[config.mk]
export PLATFORM = sky130hd
export DESIGN_NAME = timer16_wave
export DESIGN_NICKNAME = d
export VERILOG_FILES = /design/src/core/compare_output.v /design/src/core/timer16_wave.v
export VERILOG_INCLUDE_DIRS = /design/src /design/src/common
export SDC_FILE = /design/constraint.sdc
export NUM_CORES = 1
export LEC_CHECK = 0
export BUFFER_PORTS_ARGS = -buffer_cell sky130_fd_sc_hd__buf_2
export CORE_ASPECT_RATIO = 2
export CORE_MARGIN = 10
export CORE_UTILIZATION = 54
export CTS_BUF_LIST = sky130_fd_sc_hd__clkbuf_16
export DETAILED_ROUTE_END_ITERATION = 10
export MAX_ROUTING_LAYER = met4
export PLACE_DENSITY = 0.77
export SYNTH_ARGS = -nofsm -noshare
export SYNTH_HDL_FRONTEND = slang
export SYNTH_HIERARCHICAL = 1
export SYNTH_SLANG_ARGS = --single-unit
export TNS_END_PERCENT = 5
[constraint.sdc]
create_clock -name mclk -period 3.4 [get_ports mclk]
set_input_delay 0.17 -clock mclk [delete_from_list [all_inputs] [get_ports mclk]]
set_output_delay 0.17 -clock mclk [all_outputs]
set_load 0.01 [all_outputs]
[src/common/timer16_map.vh]
// Purpose: register offsets, field positions, reset values and mode codes of the timer
// Assumes: included by the timer design files
// Notes: definitions only
`ifndef TIMER16_MAP_VH
`define TIMER16_MAP_VH
// register byte offsets on the APB bus
`define OFF_CTRL_A 12'h000
`define OFF_CTRL_B 12'h004
`define OFF_COUNT 12'h008
`define OFF_MATCH_A 12'h00C
`define OFF_MATCH_B 12'h010
`define OFF_CAPTURE 12'h014
`define OFF_STATUS 12'h018
// timer_control_a fields
`define CA_ACT_A_HI 7
`define CA_ACT_A_LO 6
`define CA_ACT_B_HI 5
`define CA_ACT_B_LO 4
`define CA_FORCE_A 3
`define CA_FORCE_B 2
`define CA_WAVE_HI 1
`define CA_WAVE_LO 0
`define CA_RW_MASK 8'hF3
// timer_control_b fields
`define CB_WAVE_HI 4
`define CB_WAVE_LO 3
`define CB_RUN 0
`define CB_RW_MASK 8'h19
`define CTRL_RESET 8'h00
// status bits
`define ST_WRAP 0
`define ST_MATCH_A 1
`define ST_MATCH_B 2
`define ST_DOWN 3
`define ST_PIN_A 4
`define ST_PIN_B 5
// waveform modes
`define WM_NORMAL 4'h0
`define WM_PC8 4'h1
`define WM_PC9 4'h2
`define WM_PC10 4'h3
`define WM_CTC_A 4'h4
`define WM_FP8 4'h5
`define WM_FP9 4'h6
`define WM_FP10 4'h7
`define WM_PFC_CAP 4'h8
`define WM_PFC_A 4'h9
`define WM_PC_CAP 4'hA
`define WM_PC_A 4'hB
`define WM_CTC_CAP 4'hC
`define WM_RESERVED 4'hD
`define WM_FP_CAP 4'hE
`define WM_FP_A 4'hF
// fixed tops
`define TOP_MAX 16'hFFFF
`define TOP_8 16'h00FF
`define TOP_9 16'h01FF
`define TOP_10 16'h03FF
`define BOTTOM 16'h0000
// output action codes
`define ACT_OFF 2'h0
`define ACT_TOGGLE 2'h1
`define ACT_CLEAR 2'h2
`define ACT_SET 2'h3
`endif

[src/core/compare_output.v]
// Purpose: one channel's compare pin, acting on match, bottom or force events
// Assumes: events are one-cycle pulses on mclk
// Notes: pin enable is combinational from the action bits and mode class
`timescale 1ns/100ps
`include "timer16_map.vh"
module compare_output
(
   mclk,
   reset,
   action,
   allow_toggle,
   pwm_fast,
   pwm_dual,
   reserved_mode,
   count_down,
   match_hit,
   bottom_hit,
   top_equal,
   force_hit,
   pin_q,
   pin_drive
);
   input wire mclk;
   input wire reset;
   input wire [1:0] action;
   input wire allow_toggle;
   input wire pwm_fast;
   input wire pwm_dual;
   input wire reserved_mode;
   input wire count_down;
   input wire match_hit;
   input wire bottom_hit;
   input wire top_equal;
   input wire force_hit;
   output reg pin_q;
   output wire pin_drive;

   reg pin_d;
   wire toggle_ok;

   // toggle code only lives in non-pwm modes or the allowed pwm modes
   assign toggle_ok = !(pwm_fast || pwm_dual) || allow_toggle; // RQ2
   // any nonzero action overrides the port outside the reserved mode, except where the code means disconnected
   assign pin_drive = !reserved_mode && (action != `ACT_OFF) && // RQ1 RQ19 RQ20
      !(action == `ACT_TOGGLE && !toggle_ok);

   always @*
   begin
      pin_d = pin_q;
      if (pin_drive)
      begin
         if (pwm_fast && action[1])
         begin
            // compare equal to top: match ignored, action done at bottom instead
            if (match_hit && !top_equal)
               pin_d = (action == `ACT_SET);
            if (bottom_hit)
               pin_d = (action == `ACT_CLEAR); // RQ5
         end
         else if (pwm_dual && action[1])
         begin
            if (match_hit)
               pin_d = count_down ? (action == `ACT_CLEAR) : (action == `ACT_SET); // RQ3 RQ4
         end
         else if (match_hit || force_hit) // RQ8 RQ9
         begin
            case (action)
               `ACT_TOGGLE: pin_d = ~pin_q;
               `ACT_CLEAR: pin_d = 1'b0;
               `ACT_SET: pin_d = 1'b1;
               default: pin_d = pin_q;
            endcase
         end
      end
   end

   always @(posedge mclk)
   begin
      if (reset)
         pin_q <= 1'b0;
      else
         pin_q <= pin_d;
   end
endmodule

[src/core/timer16_wave.v]
// Purpose: 16-bit timer with waveform modes, double-buffered compares and two compare pins
// Assumes: APB slave, mclk 100 MHz, synchronous active-high reset, tick_en is the timer enable
// Notes: the capture register is written by software only; capture input lies outside
//
// Overview of operation
// (RQ1) pwm modes, action 00: pin disconnected
// (RQ2) action 01 toggles A only in 9/14
// (RQ3) action 10: clear up, set down
// (RQ4) action 11: set up, clear down
// (RQ5) fast pwm, compare equals top: act at bottom
// (RQ6) force strobes work only in non-pwm modes
// (RQ7) software writes force zero in pwm modes
// (RQ8) force strobe makes an immediate compare match
// (RQ9) forced action uses current action bits
// (RQ10) force sets no flag, clears no counter
// (RQ11) force bits always read zero
// (RQ12) low mode bits 1:0, high in control b
// (RQ13) 4-bit mode picks sequence, top, waveform
// (RQ14) modes 0,4,12: immediate update, wrap at max
// (RQ15) modes 1-3,10,11: update at top, wrap bottom
// (RQ16) mode 10 top capture, 11 top compare a
// (RQ17) fast pwm: update bottom, wrap at top
// (RQ18) modes 8,9: update and wrap at bottom
// (RQ19) nonzero action bits override port function
// (RQ20) reserved mode 13 stops, pins disconnected
`timescale 1ns/100ps
`include "timer16_map.vh"
module timer16_wave
(
   mclk,
   reset,
   tick_en,
   psel,
   penable,
   pwrite,
   paddr,
   pwdata,
   prdata,
   pready,
   pslverr,
   compare_pin_a,
   compare_pin_b,
   pin_drive_a,
   pin_drive_b,
   wrap_flag,
   match_flag_a,
   match_flag_b
);
   input wire mclk;
   input wire reset;
   input wire tick_en;
   input wire psel;
   input wire penable;
   input wire pwrite;
   input wire [11:0] paddr;
   input wire [31:0] pwdata;
   output reg [31:0] prdata;
   output reg pready;
   output reg pslverr;
   output reg compare_pin_a;
   output reg compare_pin_b;
   output reg pin_drive_a;
   output reg pin_drive_b;
   output reg wrap_flag;
   output reg match_flag_a;
   output reg match_flag_b;

   // ==========================================================
   // registers
   reg [7:0] timer_control_a_q;
   reg [7:0] timer_control_b_q;
   reg [15:0] count_value_q;
   reg [15:0] match_value_a_q;
   reg [15:0] match_value_b_q;
   reg [15:0] match_buf_a_q;
   reg [15:0] match_buf_b_q;
   reg [15:0] capture_value_q;
   reg down_q;
   reg [31:0] rdata_d;
   reg [15:0] top_d;
   reg is_fast;
   reg is_dual;
   reg upd_imm;
   reg upd_top;
   reg wrap_at_top;
   reg wrap_at_bottom;
   reg rd_ok;

   wire [3:0] wave_mode;
   wire [1:0] act_a;
   wire [1:0] act_b;
   wire setup_wr;
   wire access;
   wire reserved_mode;
   wire running;
   wire at_top;
   wire at_bottom;
   wire at_max;
   wire hit_a;
   wire hit_b;
   wire force_a;
   wire force_b;
   wire pin_a;
   wire pin_b;
   wire drive_a;
   wire drive_b;
   wire wr_count;

   assign wave_mode = {timer_control_b_q[`CB_WAVE_HI:`CB_WAVE_LO],
      timer_control_a_q[`CA_WAVE_HI:`CA_WAVE_LO]}; // RQ12
   assign act_a = timer_control_a_q[`CA_ACT_A_HI:`CA_ACT_A_LO];
   assign act_b = timer_control_a_q[`CA_ACT_B_HI:`CA_ACT_B_LO];
   assign reserved_mode = (wave_mode == `WM_RESERVED);
   assign running = tick_en && timer_control_b_q[`CB_RUN] && !reserved_mode; // RQ20

   // ==========================================================
   // mode decode
   always @*
   begin
      top_d = `TOP_MAX;
      is_fast = 1'b0;
      is_dual = 1'b0;
      upd_imm = 1'b0;
      upd_top = 1'b0;
      wrap_at_top = 1'b0;
      wrap_at_bottom = 1'b0;
      case (wave_mode) // RQ13
         `WM_NORMAL, `WM_CTC_A, `WM_CTC_CAP:
         begin
            upd_imm = 1'b1; // RQ14
            if (wave_mode == `WM_CTC_A)
               top_d = match_value_a_q;
            else if (wave_mode == `WM_CTC_CAP)
               top_d = capture_value_q;
         end
         `WM_PC8, `WM_PC9, `WM_PC10, `WM_PC_CAP, `WM_PC_A:
         begin
            is_dual = 1'b1; // RQ15
            upd_top = 1'b1;
            wrap_at_bottom = 1'b1;
            case (wave_mode)
               `WM_PC8: top_d = `TOP_8;
               `WM_PC9: top_d = `TOP_9;
               `WM_PC10: top_d = `TOP_10;
               `WM_PC_CAP: top_d = capture_value_q; // RQ16
               default: top_d = match_value_a_q;
            endcase
         end
         `WM_PFC_CAP, `WM_PFC_A:
         begin
            is_dual = 1'b1; // RQ18
            wrap_at_bottom = 1'b1;
            top_d = (wave_mode == `WM_PFC_CAP) ? capture_value_q : match_value_a_q;
         end
         `WM_FP8, `WM_FP9, `WM_FP10, `WM_FP_CAP, `WM_FP_A:
         begin
            is_fast = 1'b1; // RQ17
            wrap_at_top = 1'b1;
            case (wave_mode)
               `WM_FP8: top_d = `TOP_8;
               `WM_FP9: top_d = `TOP_9;
               `WM_FP10: top_d = `TOP_10;
               `WM_FP_CAP: top_d = capture_value_q;
               default: top_d = match_value_a_q;
            endcase
         end
         default: top_d = `TOP_MAX; // RQ20
      endcase
   end

   assign at_top = (count_value_q == top_d);
   assign at_bottom = (count_value_q == `BOTTOM);
   assign at_max = (count_value_q == `TOP_MAX);
   assign hit_a = running && (count_value_q == match_value_a_q);
   assign hit_b = running && (count_value_q == match_value_b_q);

   // ==========================================================
   // bus slave: one wait cycle before pready on each access
   assign access = psel && penable && !pready;
   assign setup_wr = access && pwrite;
   assign wr_count = setup_wr && (paddr == `OFF_COUNT);
   // force bits are strobes, never stored, and dropped in any pwm mode
   assign force_a = setup_wr && (paddr == `OFF_CTRL_A) && pwdata[`CA_FORCE_A]
      && !is_fast && !is_dual && !reserved_mode; // RQ6 RQ8
   assign force_b = setup_wr && (paddr == `OFF_CTRL_A) && pwdata[`CA_FORCE_B]
      && !is_fast && !is_dual && !reserved_mode; // RQ6 RQ8

   always @*
   begin
      rdata_d = 32'h00000000;
      rd_ok = 1'b1;
      case (paddr)
         `OFF_CTRL_A: rdata_d[7:0] = timer_control_a_q; // RQ11
         `OFF_CTRL_B: rdata_d[7:0] = timer_control_b_q;
         `OFF_COUNT: rdata_d[15:0] = count_value_q;
         `OFF_MATCH_A: rdata_d[15:0] = (upd_imm ? match_value_a_q : match_buf_a_q);
         `OFF_MATCH_B: rdata_d[15:0] = (upd_imm ? match_value_b_q : match_buf_b_q);
         `OFF_CAPTURE: rdata_d[15:0] = capture_value_q;
         `OFF_STATUS:
         begin
            rdata_d[`ST_WRAP] = wrap_flag;
            rdata_d[`ST_MATCH_A] = match_flag_a;
            rdata_d[`ST_MATCH_B] = match_flag_b;
            rdata_d[`ST_DOWN] = down_q;
            rdata_d[`ST_PIN_A] = compare_pin_a;
            rdata_d[`ST_PIN_B] = compare_pin_b;
         end
         default: rd_ok = 1'b0;
      endcase
   end

   always @(posedge mclk)
   begin
      if (reset)
      begin
         pready <= 1'b0;
         pslverr <= 1'b0;
         prdata <= 32'h00000000;
         timer_control_a_q <= `CTRL_RESET;
         timer_control_b_q <= `CTRL_RESET;
         capture_value_q <= `BOTTOM;
         match_buf_a_q <= `BOTTOM;
         match_buf_b_q <= `BOTTOM;
      end
      else
      begin
         pready <= access;
         pslverr <= access && !rd_ok;
         if (access && !pwrite)
            prdata <= rdata_d;
         if (setup_wr)
         begin
            case (paddr)
               `OFF_CTRL_A: timer_control_a_q <= pwdata[7:0] & `CA_RW_MASK; // RQ11
               `OFF_CTRL_B: timer_control_b_q <= pwdata[7:0] & `CB_RW_MASK;
               `OFF_MATCH_A: match_buf_a_q <= pwdata[15:0];
               `OFF_MATCH_B: match_buf_b_q <= pwdata[15:0];
               `OFF_CAPTURE: capture_value_q <= pwdata[15:0];
               default: prdata <= prdata;
            endcase
         end
      end
   end

   // ==========================================================
   // counter, compare buffers and flags (set wins over clear)
   always @(posedge mclk)
   begin
      if (reset)
      begin
         count_value_q <= `BOTTOM;
         down_q <= 1'b0;
         match_value_a_q <= `BOTTOM;
         match_value_b_q <= `BOTTOM;
         wrap_flag <= 1'b0;
         match_flag_a <= 1'b0;
         match_flag_b <= 1'b0;
      end
      else
      begin
         if (setup_wr && paddr == `OFF_STATUS)
         begin
            if (pwdata[`ST_WRAP])
               wrap_flag <= 1'b0;
            if (pwdata[`ST_MATCH_A])
               match_flag_a <= 1'b0;
            if (pwdata[`ST_MATCH_B])
               match_flag_b <= 1'b0;
         end
         // forced compares never reach the flags or the counter
         if (hit_a)
            match_flag_a <= 1'b1; // RQ10
         if (hit_b)
            match_flag_b <= 1'b1;
         if (upd_imm)
         begin
            match_value_a_q <= match_buf_a_q; // RQ14
            match_value_b_q <= match_buf_b_q;
         end
         if (wr_count)
            count_value_q <= pwdata[15:0];
         else if (running)
         begin
            if (is_dual)
            begin
               if (upd_top && at_top)
               begin
                  match_value_a_q <= match_buf_a_q; // RQ15
                  match_value_b_q <= match_buf_b_q;
               end
               if (!upd_top && at_bottom)
               begin
                  match_value_a_q <= match_buf_a_q; // RQ18
                  match_value_b_q <= match_buf_b_q;
               end
               if (at_bottom && down_q)
                  wrap_flag <= 1'b1; // RQ15 RQ18
               if (at_top)
               begin
                  down_q <= 1'b1;
                  count_value_q <= count_value_q - 16'h0001;
               end
               else if (at_bottom)
               begin
                  down_q <= 1'b0;
                  count_value_q <= count_value_q + 16'h0001;
               end
               else if (down_q)
                  count_value_q <= count_value_q - 16'h0001;
               else
                  count_value_q <= count_value_q + 16'h0001;
            end
            else
            begin
               down_q <= 1'b0;
               if (is_fast && at_bottom)
               begin
                  match_value_a_q <= match_buf_a_q; // RQ17
                  match_value_b_q <= match_buf_b_q;
               end
               if ((wrap_at_top && at_top) || (!wrap_at_top && at_max))
                  wrap_flag <= 1'b1; // RQ14 RQ17
               if (at_top)
                  count_value_q <= `BOTTOM;
               else
                  count_value_q <= count_value_q + 16'h0001;
            end
         end
      end
   end

   // ==========================================================
   // compare pins
   compare_output out_a
   (
      .mclk(mclk),
      .reset(reset),
      .action(act_a),
      .allow_toggle(wave_mode == `WM_PFC_A || wave_mode == `WM_FP_CAP), // RQ2
      .pwm_fast(is_fast),
      .pwm_dual(is_dual),
      .reserved_mode(reserved_mode),
      .count_down(down_q),
      .match_hit(hit_a),
      .bottom_hit(running && is_fast && at_top),
      .top_equal(match_value_a_q == top_d),
      .force_hit(force_a),
      .pin_q(pin_a),
      .pin_drive(drive_a)
   );

   compare_output out_b
   (
      .mclk(mclk),
      .reset(reset),
      .action(act_b),
      .allow_toggle(1'b0),
      .pwm_fast(is_fast),
      .pwm_dual(is_dual),
      .reserved_mode(reserved_mode),
      .count_down(down_q),
      .match_hit(hit_b),
      .bottom_hit(running && is_fast && at_top),
      .top_equal(match_value_b_q == top_d),
      .force_hit(force_b),
      .pin_q(pin_b),
      .pin_drive(drive_b)
   );

   always @(posedge mclk)
   begin
      if (reset)
      begin
         compare_pin_a <= 1'b0;
         compare_pin_b <= 1'b0;
         pin_drive_a <= 1'b0;
         pin_drive_b <= 1'b0;
      end
      else
      begin
         compare_pin_a <= pin_a;
         compare_pin_b <= pin_b;
         pin_drive_a <= drive_a; // RQ19
         pin_drive_b <= drive_b;
      end
   end
endmodule

Word level (Yosys, flattened, before mapping)
Index checks and enable logic that the tools add are counted.

Register bits: 149. Input port bits: 50. Output and inout port bits: 41. Word-level logic and storage cells: 227.

Add/subtract/negate cells: 2. Equal/unequal tests: 39. Muxes and demuxes: 72. Bitwise logic cells: 3. Reduce and logical (&&, ||, !) cells: 90.

Operators with widths (number): 16-bit 2-to-1 mux (26); 16-bit one-hot mux with 4 select lines (3); 32-bit 2-to-1 mux (3); 16-bit equality test (5); 6-bit one-hot mux with 7 select lines (1); 1-bit logical AND (40); 12-bit by 5-bit equality test with 1-bit output (second input constant) (3); 1-bit 2-to-1 mux (35); 4-bit equality test (second input constant) (8); 8-bit one-hot mux with 4 select lines (1); 12-bit by 4-bit equality test with 1-bit output (second input constant) (2); 16-bit by 1-bit adder with 16-bit output (second input constant) (1); 16-bit equality test (second input constant) (1); 4-bit by 3-bit equality test with 1-bit output (second input constant) (4); 16-bit zero test (1); 16-bit by 1-bit subtractor with 16-bit output (second input constant) (1); 5-bit OR reduction (3); 2-bit AND reduction (7); 2-bit nonzero test (7); 7-bit OR reduction (2); 1-bit zero test (13); 12-bit by 3-bit equality test with 1-bit output (second input constant) (1); 12-bit zero test (1); 2-bit one-hot mux with 5 select lines (1); other kinds (18) (36).

Longest topological paths before layout
Gate-level depths: netlist of run 1.

Depth in word-level cells: 12. Mapped depth: 14. Depth with buffers taken out: 12.

Modules after synthesis
Netlist of run 1, hierarchy kept.

By module, submodules not included: timer16_wave (times used 1, cells each 1140, area an instance 8465.6 um^2, sequential area each 2622.5 um^2); compare_output (times used 2, cells each 20, area an instance 150.1 um^2, sequential area each 20.0 um^2).

Least setup slack after synthesis of run 1
Ideal clock, no wire load.

Path type: register to register. Start point: reg count_value_q[1]. End point: reg count_value_q[5]. Setup time: 0.124 ns. Arrival: 3.495 ns. Data required time: 3.276 ns. Slack: -0.220 ns. Cell stages (with the launch flop): 14. Buffers on the path: 2. Period minus slack after synthesis: 3.620 ns. Cell sequence: dfxtp_1 > clkbuf_1 > inv_1 > ha_1 > or4b_2 > or4_1 > o41ai_2 > buf_4 > nor2_2 > or3_1 > o21ai_1 > mux2_1 > a21oi_1 > a31oi_1.

Cells in the longest elaborated chain, start to end: 7. Elaborated cells on any way between the ends: 11. Those cells by class: 2 x add/sub; 1 x eq/ne; 7 x mux; 1 x reduce/logical.

RTL lines: start: declaration (line timer16_wave.v:72) `reg [15:0] count_value_q;`; start signal: assignment (line timer16_wave.v:251) `` count_value_q <= `BOTTOM; ``; start signal: assignment (line timer16_wave.v:281) `count_value_q <= pwdata[15:0];`; start signal: assignment (line timer16_wave.v:301) `count_value_q <= count_value_q - 16'h0001;`; 16-bit by 1-bit adder with 16-bit output or 16-bit by 1-bit subtractor with 16-bit output (tied branches); 16-bit 2-to-1 mux (line timer16_wave.v:308) `else if (down_q)`; 16-bit 2-to-1 mux (line timer16_wave.v:303) `else if (at_bottom)`; 16-bit 2-to-1 mux (line timer16_wave.v:298) `if (at_top)`; 16-bit 2-to-1 mux (*) (line timer16_wave.v:284) `if (is_dual)`; 16-bit 2-to-1 mux (*) (line timer16_wave.v:282) `else if (running)`; 16-bit 2-to-1 mux (*) (line timer16_wave.v:280) `if (wr_count)`.

Mark *: on every way between the ends. The rest lies on a longest branch, timed or not. The select of a mux whose other input is x is not followed. A chain may end at the register's enable or synchronous reset.

Final worst setup path of run 1
Start point: reg timer_control_b_q[4]. End point: reg match_value_a_q[8].

Cells in the longest elaborated chain, start to end: 11. Elaborated cells on any way between the ends: 45. Those cells by class: 16 x eq/ne; 17 x mux; 12 x reduce/logical.

RTL lines: start: declaration (line timer16_wave.v:71) `reg [7:0] timer_control_b_q;`; start signal: assignment (line timer16_wave.v:220) `` timer_control_b_q <= `CTRL_RESET; ``; start signal: assignment (line timer16_wave.v:235) `` `OFF_CTRL_B: timer_control_b_q <= pwdata[7:0] & `CB_RW_MASK; ``; 4-bit equality test (line timer16_wave.v:127) `case (wave_mode)`; 16-bit 2-to-1 mux (line timer16_wave.v:133) `` else if (wave_mode == `WM_CTC_CAP) ``; 16-bit 2-to-1 mux (line timer16_wave.v:131) `` if (wave_mode == `WM_CTC_A) ``; 16-bit one-hot mux with 4 select lines (line timer16_wave.v:127); 16-bit equality test (line timer16_wave.v:171) `assign at_top = (count_value_q == top_d);`; 1-bit logical AND (line timer16_wave.v:286) `if (upd_top && at_top)`; 16-bit 2-to-1 mux (line timer16_wave.v:286); 16-bit 2-to-1 mux (line timer16_wave.v:291) `if (!upd_top && at_bottom)`; 16-bit 2-to-1 mux (line timer16_wave.v:284); 16-bit 2-to-1 mux (line timer16_wave.v:282); 16-bit 2-to-1 mux (*) (line timer16_wave.v:280); end signal: assignment (line timer16_wave.v:277) `match_value_a_q <= match_buf_a_q;`; end signal: assignment (line timer16_wave.v:288) `match_value_a_q <= match_buf_a_q;`; end signal: assignment (line timer16_wave.v:293) `match_value_a_q <= match_buf_a_q;`; end: declaration (line timer16_wave.v:73) `reg [15:0] match_value_a_q;`.

Mark *: on every way between the ends. The rest lies on a longest branch, timed or not.

==> impl_metrics.env, run 1 <==
export IMPL_hold_start="pwdata[14]"
export IMPL_ff2ff_path_depth=13
export IMPL_dr_pass1_iters=7
export IMPL_fp_dieW_um=110
export IMPL_ant_nets=0
export IMPL_power_frac_clock_pct=52.0
export IMPL_num_vias=9718
export IMPL_post_route_period_util_pct=100
export IMPL_p_sw_uw=851
export IMPL_layout_commonest_cell="nand2_1"
export IMPL_rsz0062_at_grt="yes"
export IMPL_place_port_buffers=58
export IMPL_worstSetupPathType="flip-flop to flip-flop"
export IMPL_initial_core_util_pct=55.3
export IMPL_clkSlewWorstSetupHoldPaths_ns=0.06
export IMPL_drt_vias_per_instance=6.48
export IMPL_die_area_sq_mm=0.0220
export IMPL_postCtsHoldBufs=0
export IMPL_leakagePower_nw=4.05
export IMPL_num_io_pins=91
export IMPL_crit_arrival_ns=3.70
export IMPL_ys_async_sr_fraction_pct=0
export IMPL_required_ns=3.69
export IMPL_grt_overflow=0
export IMPL_maxCapViolCount=0
export IMPL_clockRootBuffer="clkbuf_16"
export IMPL_end_kind="flip-flop"
export IMPL_rows=65
export IMPL_synth_main_ff_cell="dfxtp_1"
export IMPL_n_antenna_cell=0
export IMPL_cts_made_buffers=17
export IMPL_synth_top_area_share_pct=30.4
export IMPL_clock_path_buffers=2
export IMPL_p_seq_share_pct=44.3
export IMPL_final_cell_mix="nand2_1 (169), dfxtp_1 (130), buf_4 (124)"
export IMPL_synth_distinct_cells=79
export IMPL_slew_headroom_pct=41.5
export IMPL_drc=0
export IMPL_yosys_area_top_type="dfxtp_1"
export IMPL_intPower_mw=2.68
export IMPL_violations="setup timing"
export IMPL_crit_fanout=20
export IMPL_ys_seq_area_share_pct=30.4
export IMPL_yosys_warnings=6
export IMPL_synth_area_leaders="dfxtp_1 (30%), nand2_1 (7.2%), a21oi_1 (5.7%)"
export IMPL_slew_violations=0
export IMPL_dpl_hpwl_um=26000
export IMPL_hold_violations=0
export IMPL_sw_frac_of_total_pct=24.1
export IMPL_power_density_mw_per_mm2=331
export IMPL_synth_seq_cells=133
export IMPL_r2r_setup_slack_ns=-0.0003
export IMPL_vdd_drop_max_uv=483
export IMPL_grtUsageTotal_pct=31.4
export IMPL_grt_pass1_wl_um=51800
export IMPL_pwr_share_comb_pct=3.6
export IMPL_routed_wl_um=34800
export IMPL_nets=1338
export IMPL_drive_gt1_share_pct=21.7
export IMPL_hold_class="input port to flip-flop"
export IMPL_clkSinkCount=133
export IMPL_r2r_start="timer_control_b_q[4]$_SDFFE_PP0P_"
export IMPL_synth_edf_count=0
export IMPL_final_cell_area_sq_mm=0.0106
export IMPL_first_global_vias=9147
export IMPL_layout_cells_non_filler=1499
export IMPL_first_iter_violations=1053
export IMPL_max_freq_mhz=294
export IMPL_post_place_cells=1463
export IMPL_grt_antenna_before_repair=0
export IMPL_outcome="finished, violations left"
export IMPL_coreArea_sq_mm=0.0159
export IMPL_syn_avg_cell_area_sq_um=7.43
export IMPL_syn_area_sq_mm=0.00877
export IMPL_insertion_delay_ns=0.43
export IMPL_fill_cells=1374
export IMPL_fin_skew_ns=0.0102
export IMPL_cts_tree="built"
export IMPL_area_delta_synth_final_pct=21.5
export IMPL_die_y_um=200
export IMPL_final_setup_viol_count=1
export IMPL_startpoint_type="flip-flop"
export IMPL_htree_levels=4
export IMPL_min_period_ns=3.40
export IMPL_r2r_end="match_value_a_q[8]$_SDFF_PP0_"
export IMPL_placed_area_sq_mm=0.00980
export IMPL_hold_depth=3
export IMPL_place_gp_congestion=1.03
export IMPL_whs_endpoint="match_buf_a_q[14]$_SDFFE_PP0P_"
export IMPL_tightest_slew_ns=0.877
export IMPL_grt_max_degree=114
export IMPL_finalWorstSetupSlack_ns=-0.000252
export IMPL_syn_inst=1180
export IMPL_wl_per_cell_um=23.2
==> cell families after synthesis <==
group / share of synthesized area [%]
compound gates: 23.9
xor+xnor: 7.09
fa+ha+maj: 0.285
flops: 30.4
other cells: 0.0428
mux: 4.95
simple gates: 25.7
buf+inv: 7.62
==> layer usage <==
layer  track usage, %  vias to the layer above  wire [um]
met5                -                        -          0
met4             22.1                        0       2750
met1             32.9                     4593      11900
met2             52.0                      532      17800
li1                 -                     4417          -
met3             3.98                      176       2370
==> per-stage QoR <==
stage	util [%]	TNS (ns)	setup slack [ns]	hold slack, ns	total power, mW
final	67.1	-0.000252	-0.000252	0.0370	3.53
after global routing	67.1	-0.803	-0.116	0.0352	3.62
after detailed placement	61.8	-5.19	-0.193	0.449	1.72
after floorplan	-	0	0.149	0.306	1.67
after global placement	61.8	-5.81	-0.194	0.437	1.72
after CTS	65.9	-0.0379	-0.0379	0.0279	3.54
==> Yosys cell counts, types with 4 or more instances <==
library cell and count:
a21oi_2 6, inv_1 28, xor2_1 22, a221oi_1 25
nand3_1 25, nor4_1 15, nor2b_1 8, a21oi_1 100
buf_1 5, or3_1 15, xnor2_1 49, o21bai_1 9
mux2i_1 40, clkbuf_1 80, or4b_1 6, nand4_1 15
nor3_1 34, o21ai_0 37, buf_6 6, nand2_1 169
dfxtp_1 133, a311oi_1 5, a211oi_1 15, nor2_1 117
and2_1 4, or2_2 5, a222oi_1 4, nand3b_1 4
o31ai_1 6, nor4b_1 5, o21ai_1 12, a22oi_1 27
o22ai_1 6, buf_2 6, buf_4 19, a31oi_1 13
nand2b_1 10, and3_1 16, a2111oi_0 5, or4_1 6
==> sequential cells by signal, summed over array words and instances, names as in the netlist <==
name / flops
pslverr: 1
pin_drive_b: 1
match_flag_b: 1
out_b/pin_q: 1
out_a/pin_q: 1
prdata: 16
match_value_b_q: 16
wrap_flag: 1
timer_control_a_q: 6
match_flag_a: 1
compare_pin_a: 1
match_buf_a_q: 16
match_value_a_q: 16
match_buf_b_q: 16
pready: 1
down_q: 1
compare_pin_b: 1
pin_drive_a: 1
capture_value_q: 16
count_value_q: 16
timer_control_b_q: 3
==> power by group through the flow <==
| stage | Sequential, mW | Clock [mW] | Combinational [mW] |
|---|---|---|---|
| after floorplan | 1.60 | 0 | 0.0733 |
| after global placement | 1.60 | 0 | 0.124 |
| after detailed placement | 1.60 | 0 | 0.123 |
| after CTS | 1.57 | 1.85 | 0.124 |
| after global routing | 1.56 | 1.92 | 0.135 |
| final | 1.56 | 1.84 | 0.129 |
==> critical path, cell delays in order (launching register included) <==
cell and delay (ns):
dfxtp_2 0.36, buf_4 0.17, buf_4 0.19, or3_4 0.37, buf_4 0.17, a21oi_2 0.17, o21a_1 0.16, o221ai_1 0.16
or4_4 0.55, o41ai_4 0.39, a21oi_4 0.13, buf_12 0.18, mux2i_1 0.19, nor2_1 0.07
==> how the worst max path moves through the flow <==
stage	startpoint	end	slack (ns)	cells past startpoint
2_1_floorplan	count_value_q[1]$_SDFFE_PP0P_	count_value_q[5]$_SDFFE_PP0P_	0.15	13
4_1_cts	timer_control_a_q[1]$_SDFFE_PP0P_	match_value_a_q[8]$_SDFF_PP0_	-0.04	10
3_5_place_dp	timer_control_b_q[3]$_SDFFE_PP0P_	match_value_b_q[14]$_SDFF_PP0_	-0.19	11
5_1_grt	timer_control_b_q[4]$_SDFFE_PP0P_	count_value_q[6]$_SDFFE_PP0P_	-0.12	13
6_report	timer_control_b_q[4]$_SDFFE_PP0P_	match_value_a_q[8]$_SDFF_PP0_	-0.0003	13
3_3_place_gp	timer_control_b_q[3]$_SDFFE_PP0P_	match_value_a_q[14]$_SDFF_PP0_	-0.19	11
==> final cells by class <==
cell class | instances | area [sq um] | share of cell area [%]
Timing Repair Buffer | 187 | 1300 | 12.2
Tap cell | 201 | 251 | 2.36
Clock buffer | 17 | 425 | 4.00
Multi-Input combinational cell | 918 | 5730 | 53.8
Clock inverter | 14 | 155 | 1.46
Inverter | 29 | 109 | 1.02
Sequential cell | 133 | 2670 | 25.1
==> timing repair <==
item                       in CTS  in global routing
setup buffers                   1                  4
gates resized for setup        16                 35
setup endpoints to repair      41                 51
gates cloned                    0                  0
pin swaps                       1                 12
Note: power is estimated with default switching activity, not from simulation.
==> inputs of run 2 (changes only) <==
--- a/config.mk
+++ b/config.mk
@@ -12,10 +12,10 @@
 export CORE_UTILIZATION = 54
 export CTS_BUF_LIST = sky130_fd_sc_hd__clkbuf_16
 export DETAILED_ROUTE_END_ITERATION = 10
+export HOLD_SLACK_MARGIN = 0.05
 export MAX_ROUTING_LAYER = met4
 export PLACE_DENSITY = 0.77
 export SYNTH_ARGS = -nofsm -noshare
 export SYNTH_HDL_FRONTEND = slang
-export SYNTH_HIERARCHICAL = 1
 export SYNTH_SLANG_ARGS = --single-unit
 export TNS_END_PERCENT = 5
==> run 2 against run 1 <==
The flow now finishes without violations. Global-route usage decreased by 0.11 points. Combinational power increased by 5%. Worst setup slack improved by 0.061 ns. Area after synthesis decreased by 3.8%. Hold slack improved by 0.027 ns. Register-to-register slack improved by 0.06 ns. Clock power about the same. Cell count decreased by 4.1%. Non-clock buffer count decreased by 21. Wire length decreased by 5.4%. Highest routed layer unchanged. Cell area decreased by 6.0%. Sequential cell count unchanged. Critical path type unchanged.
==> impl_metrics.env, run 2 <==
export IMPL_slew_headroom_pct=48.0
export IMPL_hold_violations=0
export IMPL_rows=64
export IMPL_crit_arrival_ns=3.63
export IMPL_synth_main_ff_cell="dfxtp_1"
export IMPL_grt_overflow=0
export IMPL_fin_tns_setup_ns=0
export IMPL_cts_tree="built"
export IMPL_hold_class="input port to flip-flop"
export IMPL_power_frac_clock_pct=51.7
export IMPL_path_common_cell="buf_12"
export IMPL_drc=0
export IMPL_drt_vias_per_instance=6.33
export IMPL_first_global_vias=8845
export IMPL_leakagePower_nw=3.86
export IMPL_nets=1281
export IMPL_clkSlewWorstSetupHoldPaths_ns=0.06
export IMPL_worstSetupPathType="flip-flop to flip-flop"
export IMPL_n_antenna_cell=0
export IMPL_finalWorstSetupSlack_ns=0.0609
export IMPL_end_kind="flip-flop"
export IMPL_syn_inst=1158
export IMPL_outcome="complete, no violations"
export IMPL_synth_top_family_by_area="simple AND/OR/NAND/NOR gates"
export IMPL_clkSinkCount=133
export IMPL_fp_dieW_um=108
export IMPL_yosysMostFrequentCell="nand2_1"
export IMPL_max_freq_mhz=299
export IMPL_crit_family="simple AND/OR/NAND/NOR gates"
export IMPL_p_sw_uw=792
export IMPL_crit_fanout=12
export IMPL_pwr_share_comb_pct=3.9
export IMPL_p_seq_share_pct=44.5
export IMPL_cts_made_buffers=17
export IMPL_required_ns=3.69
export IMPL_initial_core_util_pct=55.1
export IMPL_grt_antenna_before_repair=0
export IMPL_power_density_mw_per_mm2=352
export IMPL_place_ws_ns=-0.0216
export IMPL_vdd_drop_max_uv=585
export IMPL_max_stage_delay_ns=0.47
export IMPL_syn_avg_cell_area_sq_um=7.28
export IMPL_grt_pass1_wl_um=50100
export IMPL_final_cell_mix="nand2_1 (191), a21oi_1 (150), dfxtp_1 (129)"
export IMPL_synth_mux_area_share_pct=5.91
export IMPL_grtUsageTotal_pct=31.3
export IMPL_syn_area_sq_mm=0.00843
export IMPL_crit_slowest_cell="mux4_2"
export IMPL_drive_gt1_share_pct=18.4
export IMPL_die_area_sq_mm=0.0213
export IMPL_intPower_mw=2.73
export IMPL_startpoint_type="flip-flop"
export IMPL_synthAdderAreaFrac_pct=0.297
export IMPL_path_buf_inv=3
export IMPL_first_iter_violations=990
export IMPL_rsz0062_at_grt="yes"
export IMPL_synth_area_leaders="dfxtp_1 (32%), a21oi_1 (8.9%), nand2_1 (8.5%)"
export IMPL_htree_levels=4
export IMPL_synthXorXnorAreaFrac_pct=5.30
export IMPL_ys_seq_area_share_pct=31.6
export IMPL_yosys_area_top_type="dfxtp_1"
export IMPL_synth_top_area_share_pct=31.6
export IMPL_num_io_pins=91
export IMPL_ant_nets=0
export IMPL_post_route_period_util_pct=98.2
export IMPL_yosys_warnings=0
export IMPL_place_port_buffers=58
export IMPL_synth_seq_cells=133
export IMPL_place_gp_congestion=1.02
export IMPL_yosys_top_cells_count="nand2_1 (191), a21oi_1 (150), dfxtp_1 (133)"
export IMPL_synth_distinct_cells=75
export IMPL_layout_commonest_cell="nand2_1"
export IMPL_area_delta_synth_final_pct=18.7
export IMPL_fin_skew_ns=0.00767
export IMPL_wl_per_cell_um=22.9
export IMPL_synthSimpleGateAreaFrac_pct=25.5
export IMPL_synth_compound_area_share_pct=23.4
export IMPL_min_period_ns=3.34
export IMPL_synth_edf_count=0
export IMPL_insertion_delay_ns=0.43
export IMPL_path_cells="and2b_4 -> mux4_2 -> a21oi_2 -> xnor2_1 -> or4_4 -> nor4_4 -> buf_12 -> nand2b_1 -> a22oi_2 -> buf_6 -> buf_12 -> mux2i_1 -> nor2_1"
export IMPL_clockRootBuffer="clkbuf_16"
export IMPL_coreArea_sq_mm=0.0153
export IMPL_maxCapViolCount=0
export IMPL_sw_frac_of_total_pct=22.5
export IMPL_slew_violations=0
export IMPL_tightest_slew_ns=0.780
export IMPL_dr_pass1_iters=5
export IMPL_fin_util_pct=65.4
export IMPL_num_vias=9096
export IMPL_die_y_um=197
export IMPL_routed_wl_um=32900
export IMPL_dpl_hpwl_um=23500
export IMPL_final_setup_viol_count=0
export IMPL_ys_async_sr_fraction_pct=0
export IMPL_clock_path_buffers=2
export IMPL_grt_max_degree=70
==> run 2: layer usage <==
layer | up-vias | global-route usage (%) | routed length (um)
li1 | 4162 | - | -
met1 | 4229 | 32.4 | 11300
met2 | 545 | 50.9 | 16500
met3 | 160 | 6.05 | 2660
met4 | 0 | 23.6 | 2430
met5 | - | - | 0
==> run 2: power groups by stage <==
stage | clock [mW] | combinational, mW | sequential [mW]
2_1_floorplan | 0 | 0.0725 | 1.60
3_3_place_gp | 0 | 0.125 | 1.60
3_5_place_dp | 0 | 0.124 | 1.60
4_1_cts | 1.82 | 0.130 | 1.57
5_1_grt | 1.90 | 0.143 | 1.56
6_report | 1.82 | 0.136 | 1.57
==> run 2: cell type report <==
cell class	count	area (sq um)
Fill cell	1368	5290
Multi-Input combinational cell	893	5230
Sequential cell	133	2670
Timing Repair Buffer	166	1220
Clock buffer	17	425
Tap cell	198	248
Clock inverter	13	144
Inverter	18	67.6
==> run 2: cell families (layout without fill, tap and decap cells) <==
family / count (synthesis) / in the layout
and+or+nand+nor: 458 / 458
other: 1 / 16
buffers and inverters: 147 / 214
AOI/OAI and AO/OA: 318 / 318
muxes: 48 / 48
xor gates and xnor gates: 51 / 51
DFF: 133 / 133
adders and majority gates: 2 / 2
==> run 2: final timing paths <==
path,startpoint,end,slack [ns],cells after the start
setup / recovery,timer_control_a_q[1]$_SDFFE_PP0P_,match_value_a_q[14]$_SDFF_PP0_,0.06,13
hold / removal,pwdata[15],match_buf_b_q[15]$_SDFFE_PP0P_,0.06,3
setup reg to reg,timer_control_a_q[1]$_SDFFE_PP0P_,match_value_a_q[14]$_SDFF_PP0_,0.06,13
hold reg to reg,prdata[6]$_SDFFE_PP0P_,prdata[6]$_SDFFE_PP0P_,0.45,2
==> run 2: per-stage QoR <==
stage	power, mW	hold WS (ns)	area, sq um	cells
final	3.52	0.0643	10000	1438
after global routing	3.61	0.0593	10000	1438
after CTS	3.52	0.0529	9950	1437
after detailed placement	1.72	0.449	9180	1394
after global placement	1.72	0.439	9180	1394
after floorplan	1.67	0.306	8490	1173
==> run 2: timing repair <==
action / in CTS / in global routing
cloned: 2 / 1
endpoints found under the setup margin: 32 / 38
setup buffers: 5 / 0
hold endpoints to repair: 15 / 0
hold buffers: 6 / 0
resized for setup: 14 / 10
pin swaps: 4 / 5
==> run 2: worst reg2reg max path, delay by kind of cell, from the launching register on <==
family                    cells  cell delay [ns]
and+or+nand+nor               5             1.10
muxes                         2             0.70
buffers and inverters         3             0.51
DFF                           1             0.41
AOI/OAI and AO/OA             2             0.39
xor gates and xnor gates      1             0.08
==> inputs of run 3 (changes only) <==
--- a/config.mk
+++ b/config.mk
@@ -9,12 +9,12 @@
 export BUFFER_PORTS_ARGS = -buffer_cell sky130_fd_sc_hd__buf_2
 export CORE_ASPECT_RATIO = 2
 export CORE_MARGIN = 10
-export CORE_UTILIZATION = 54
+export CORE_UTILIZATION = 57
 export CTS_BUF_LIST = sky130_fd_sc_hd__clkbuf_16
 export DETAILED_ROUTE_END_ITERATION = 10
 export HOLD_SLACK_MARGIN = 0.05
 export MAX_ROUTING_LAYER = met4
-export PLACE_DENSITY = 0.77
+export PLACE_DENSITY = 0.78
 export SYNTH_ARGS = -nofsm -noshare
 export SYNTH_HDL_FRONTEND = slang
 export SYNTH_SLANG_ARGS = --single-unit
==> constraint.sdc (replaced) <==
create_clock -name mclk -period 4.1 [get_ports mclk]
set_input_delay 0.41 -clock mclk [delete_from_list [all_inputs] [get_ports mclk]]
set_output_delay 0.41 -clock mclk [all_outputs]
set_load 0.01 [all_outputs]
==> run 3 against run 2 <==
Power is 7.8% lower. Sequential share of layout area is 1.4 points higher. Clock skew is 0.0043 ns higher. Largest cell class unchanged.
==> impl_metrics.env, run 3 (synthesized netlist as in run 2, its figures left out) <==
export IMPL_insertion_delay_ns=0.44
export IMPL_clkSinkCount=133
export IMPL_ant_nets=0
export IMPL_max_freq_mhz=258
export IMPL_grt_max_degree=74
export IMPL_die_area_sq_mm=0.0204
export IMPL_die_y_um=192
export IMPL_power_density_mw_per_mm2=343
export IMPL_first_global_vias=8633
export IMPL_multi_input_area_sq_mm=0.00517
export IMPL_startpoint_type="flip-flop"
export IMPL_slew_headroom_pct=26.1
export IMPL_final_cell_area_sq_mm=0.00947
export IMPL_num_io_pins=91
export IMPL_cts_tree="built"
export IMPL_fill_cells=1278
export IMPL_htree_levels=4
export IMPL_num_vias=8900
export IMPL_place_gp_congestion=1.02
export IMPL_clkSlewWorstSetupHoldPaths_ns=0.06
export IMPL_crit_fanout=32
export IMPL_cts_made_buffers=17
export IMPL_nets=1215
export IMPL_final_setup_viol_count=0
export IMPL_end_kind="flip-flop"
export IMPL_fin_tns_setup_ns=0
export IMPL_dr_pass1_iters=6
export IMPL_ff2ff_path_depth=12
export IMPL_fp_dieW_um=106
export IMPL_rows=62
export IMPL_drc=0
export IMPL_vdd_drop_max_uv=412
export IMPL_hold_start="pwdata[11]"
export IMPL_post_cts_setup_buffers=0
export IMPL_tightest_slew_ns=1.10
export IMPL_grt_pass1_wl_um=48200
export IMPL_routed_wl_um=31000
export IMPL_clockRootBuffer="clkbuf_16"
export IMPL_final_cell_mix="nand2_1 (191), a21oi_1 (150), dfxtp_1 (133)"
export IMPL_critPathLaunch="timer_control_b_q[3]$_SDFFE_PP0P_"
export IMPL_clock_path_buffers=2
export IMPL_place_port_buffers=58
export IMPL_post_route_period_util_pct=94.4
export IMPL_required_ns=4.39
export IMPL_crit_arrival_ns=4.16
export IMPL_grtUsageTotal_pct=31.1
export IMPL_coreArea_sq_mm=0.0144
export IMPL_maxCapViolCount=0
export IMPL_cts_resized=0
export IMPL_hold_class="input port to flip-flop"
export IMPL_whs_ns=0.264
export IMPL_wl_per_cell_um=22.7
export IMPL_drt_vias_per_instance=6.51
export IMPL_drive_gt1_share_pct=13.7
export IMPL_total_power_mw=3.25
export IMPL_grt_overflow=0
export IMPL_layout_commonest_cell="nand2_1"
export IMPL_outcome="complete, no violations"
export IMPL_postCtsHoldBufs=0
export IMPL_slew_violations=0
export IMPL_n_antenna_cell=0
export IMPL_worstSetupPathType="flip-flop to flip-flop"
export IMPL_dpl_hpwl_um=21900
export IMPL_placed_area_sq_mm=0.00876
export IMPL_fin_skew_ns=0.0120
export IMPL_hold_depth=3
export IMPL_hold_violations=0
export IMPL_leakagePower_nw=3.55
export IMPL_first_iter_violations=1103
export IMPL_register_area_sq_mm=0.00266
export IMPL_grt_antenna_before_repair=0
export IMPL_r2r_start="timer_control_b_q[3]$_SDFFE_PP0P_"
export IMPL_rsz0062_at_grt="no"
export IMPL_initial_core_util_pct=58.4
export IMPL_area_delta_synth_final_pct=12.3
export IMPL_min_period_ns=3.87
run 3: layer usage:
| metal | GRT usage (%) | vias up | routed length (um) |
|---|---|---|---|
| met1 | 32.5 | 4182 | 10700 |
| met4 | 19.6 | 0 | 2090 |
| met3 | 6.08 | 164 | 2490 |
| met5 | - | - | 0 |
| met2 | 52.4 | 526 | 15700 |
| li1 | - | 4028 | - |
run 3: per-stage QoR:
stage	utilization, %	std cells	worst slack [ns]
global placement	60.7	1335	0.441
CTS	65.6	1367	0.373
finish	65.6	1368	0.231
detailed placement	60.7	1335	0.433
floorplan	-	1173	0.787
global route	65.6	1368	0.0878
run 3: final cells by class:
cell class	instances	share of cell area, %
tap	192	2.54
timing repair buffer	100	6.66
multi-input combinational	893	54.6
sequential	133	28.1
clock inverter	15	2.91
inverter	18	0.714
clock buffer	17	4.49
run 3: worst paths after layout:
path	to	slack (ns)
max	match_value_b_q[9]$_SDFF_PP0_	0.23
min	match_buf_a_q[11]$_SDFFE_PP0P_	0.26
max reg2reg	match_value_b_q[9]$_SDFF_PP0_	0.23
min reg2reg	prdata[6]$_SDFFE_PP0P_	0.46
run 3: where the power goes:
group	internal (mW)	switching (mW)	total, mW
clock network	1.21	0.636	1.84
registers	1.30	0.00192	1.30
logic	0.0261	0.0790	0.105
run 3: worst max-delay path, cell delays in order, from the launching register on:
cell,delay (ns)
dfxtp_1,0.62
nand2b_1,0.39
a31o_2,0.35
a22o_1,0.21
xnor2_1,0.13
or4_4,0.51
nor4_4,0.25
buf_4,0.26
nand2b_1,0.11
a22oi_2,0.21
buf_12,0.29
mux2i_1,0.25
nor2_1,0.06
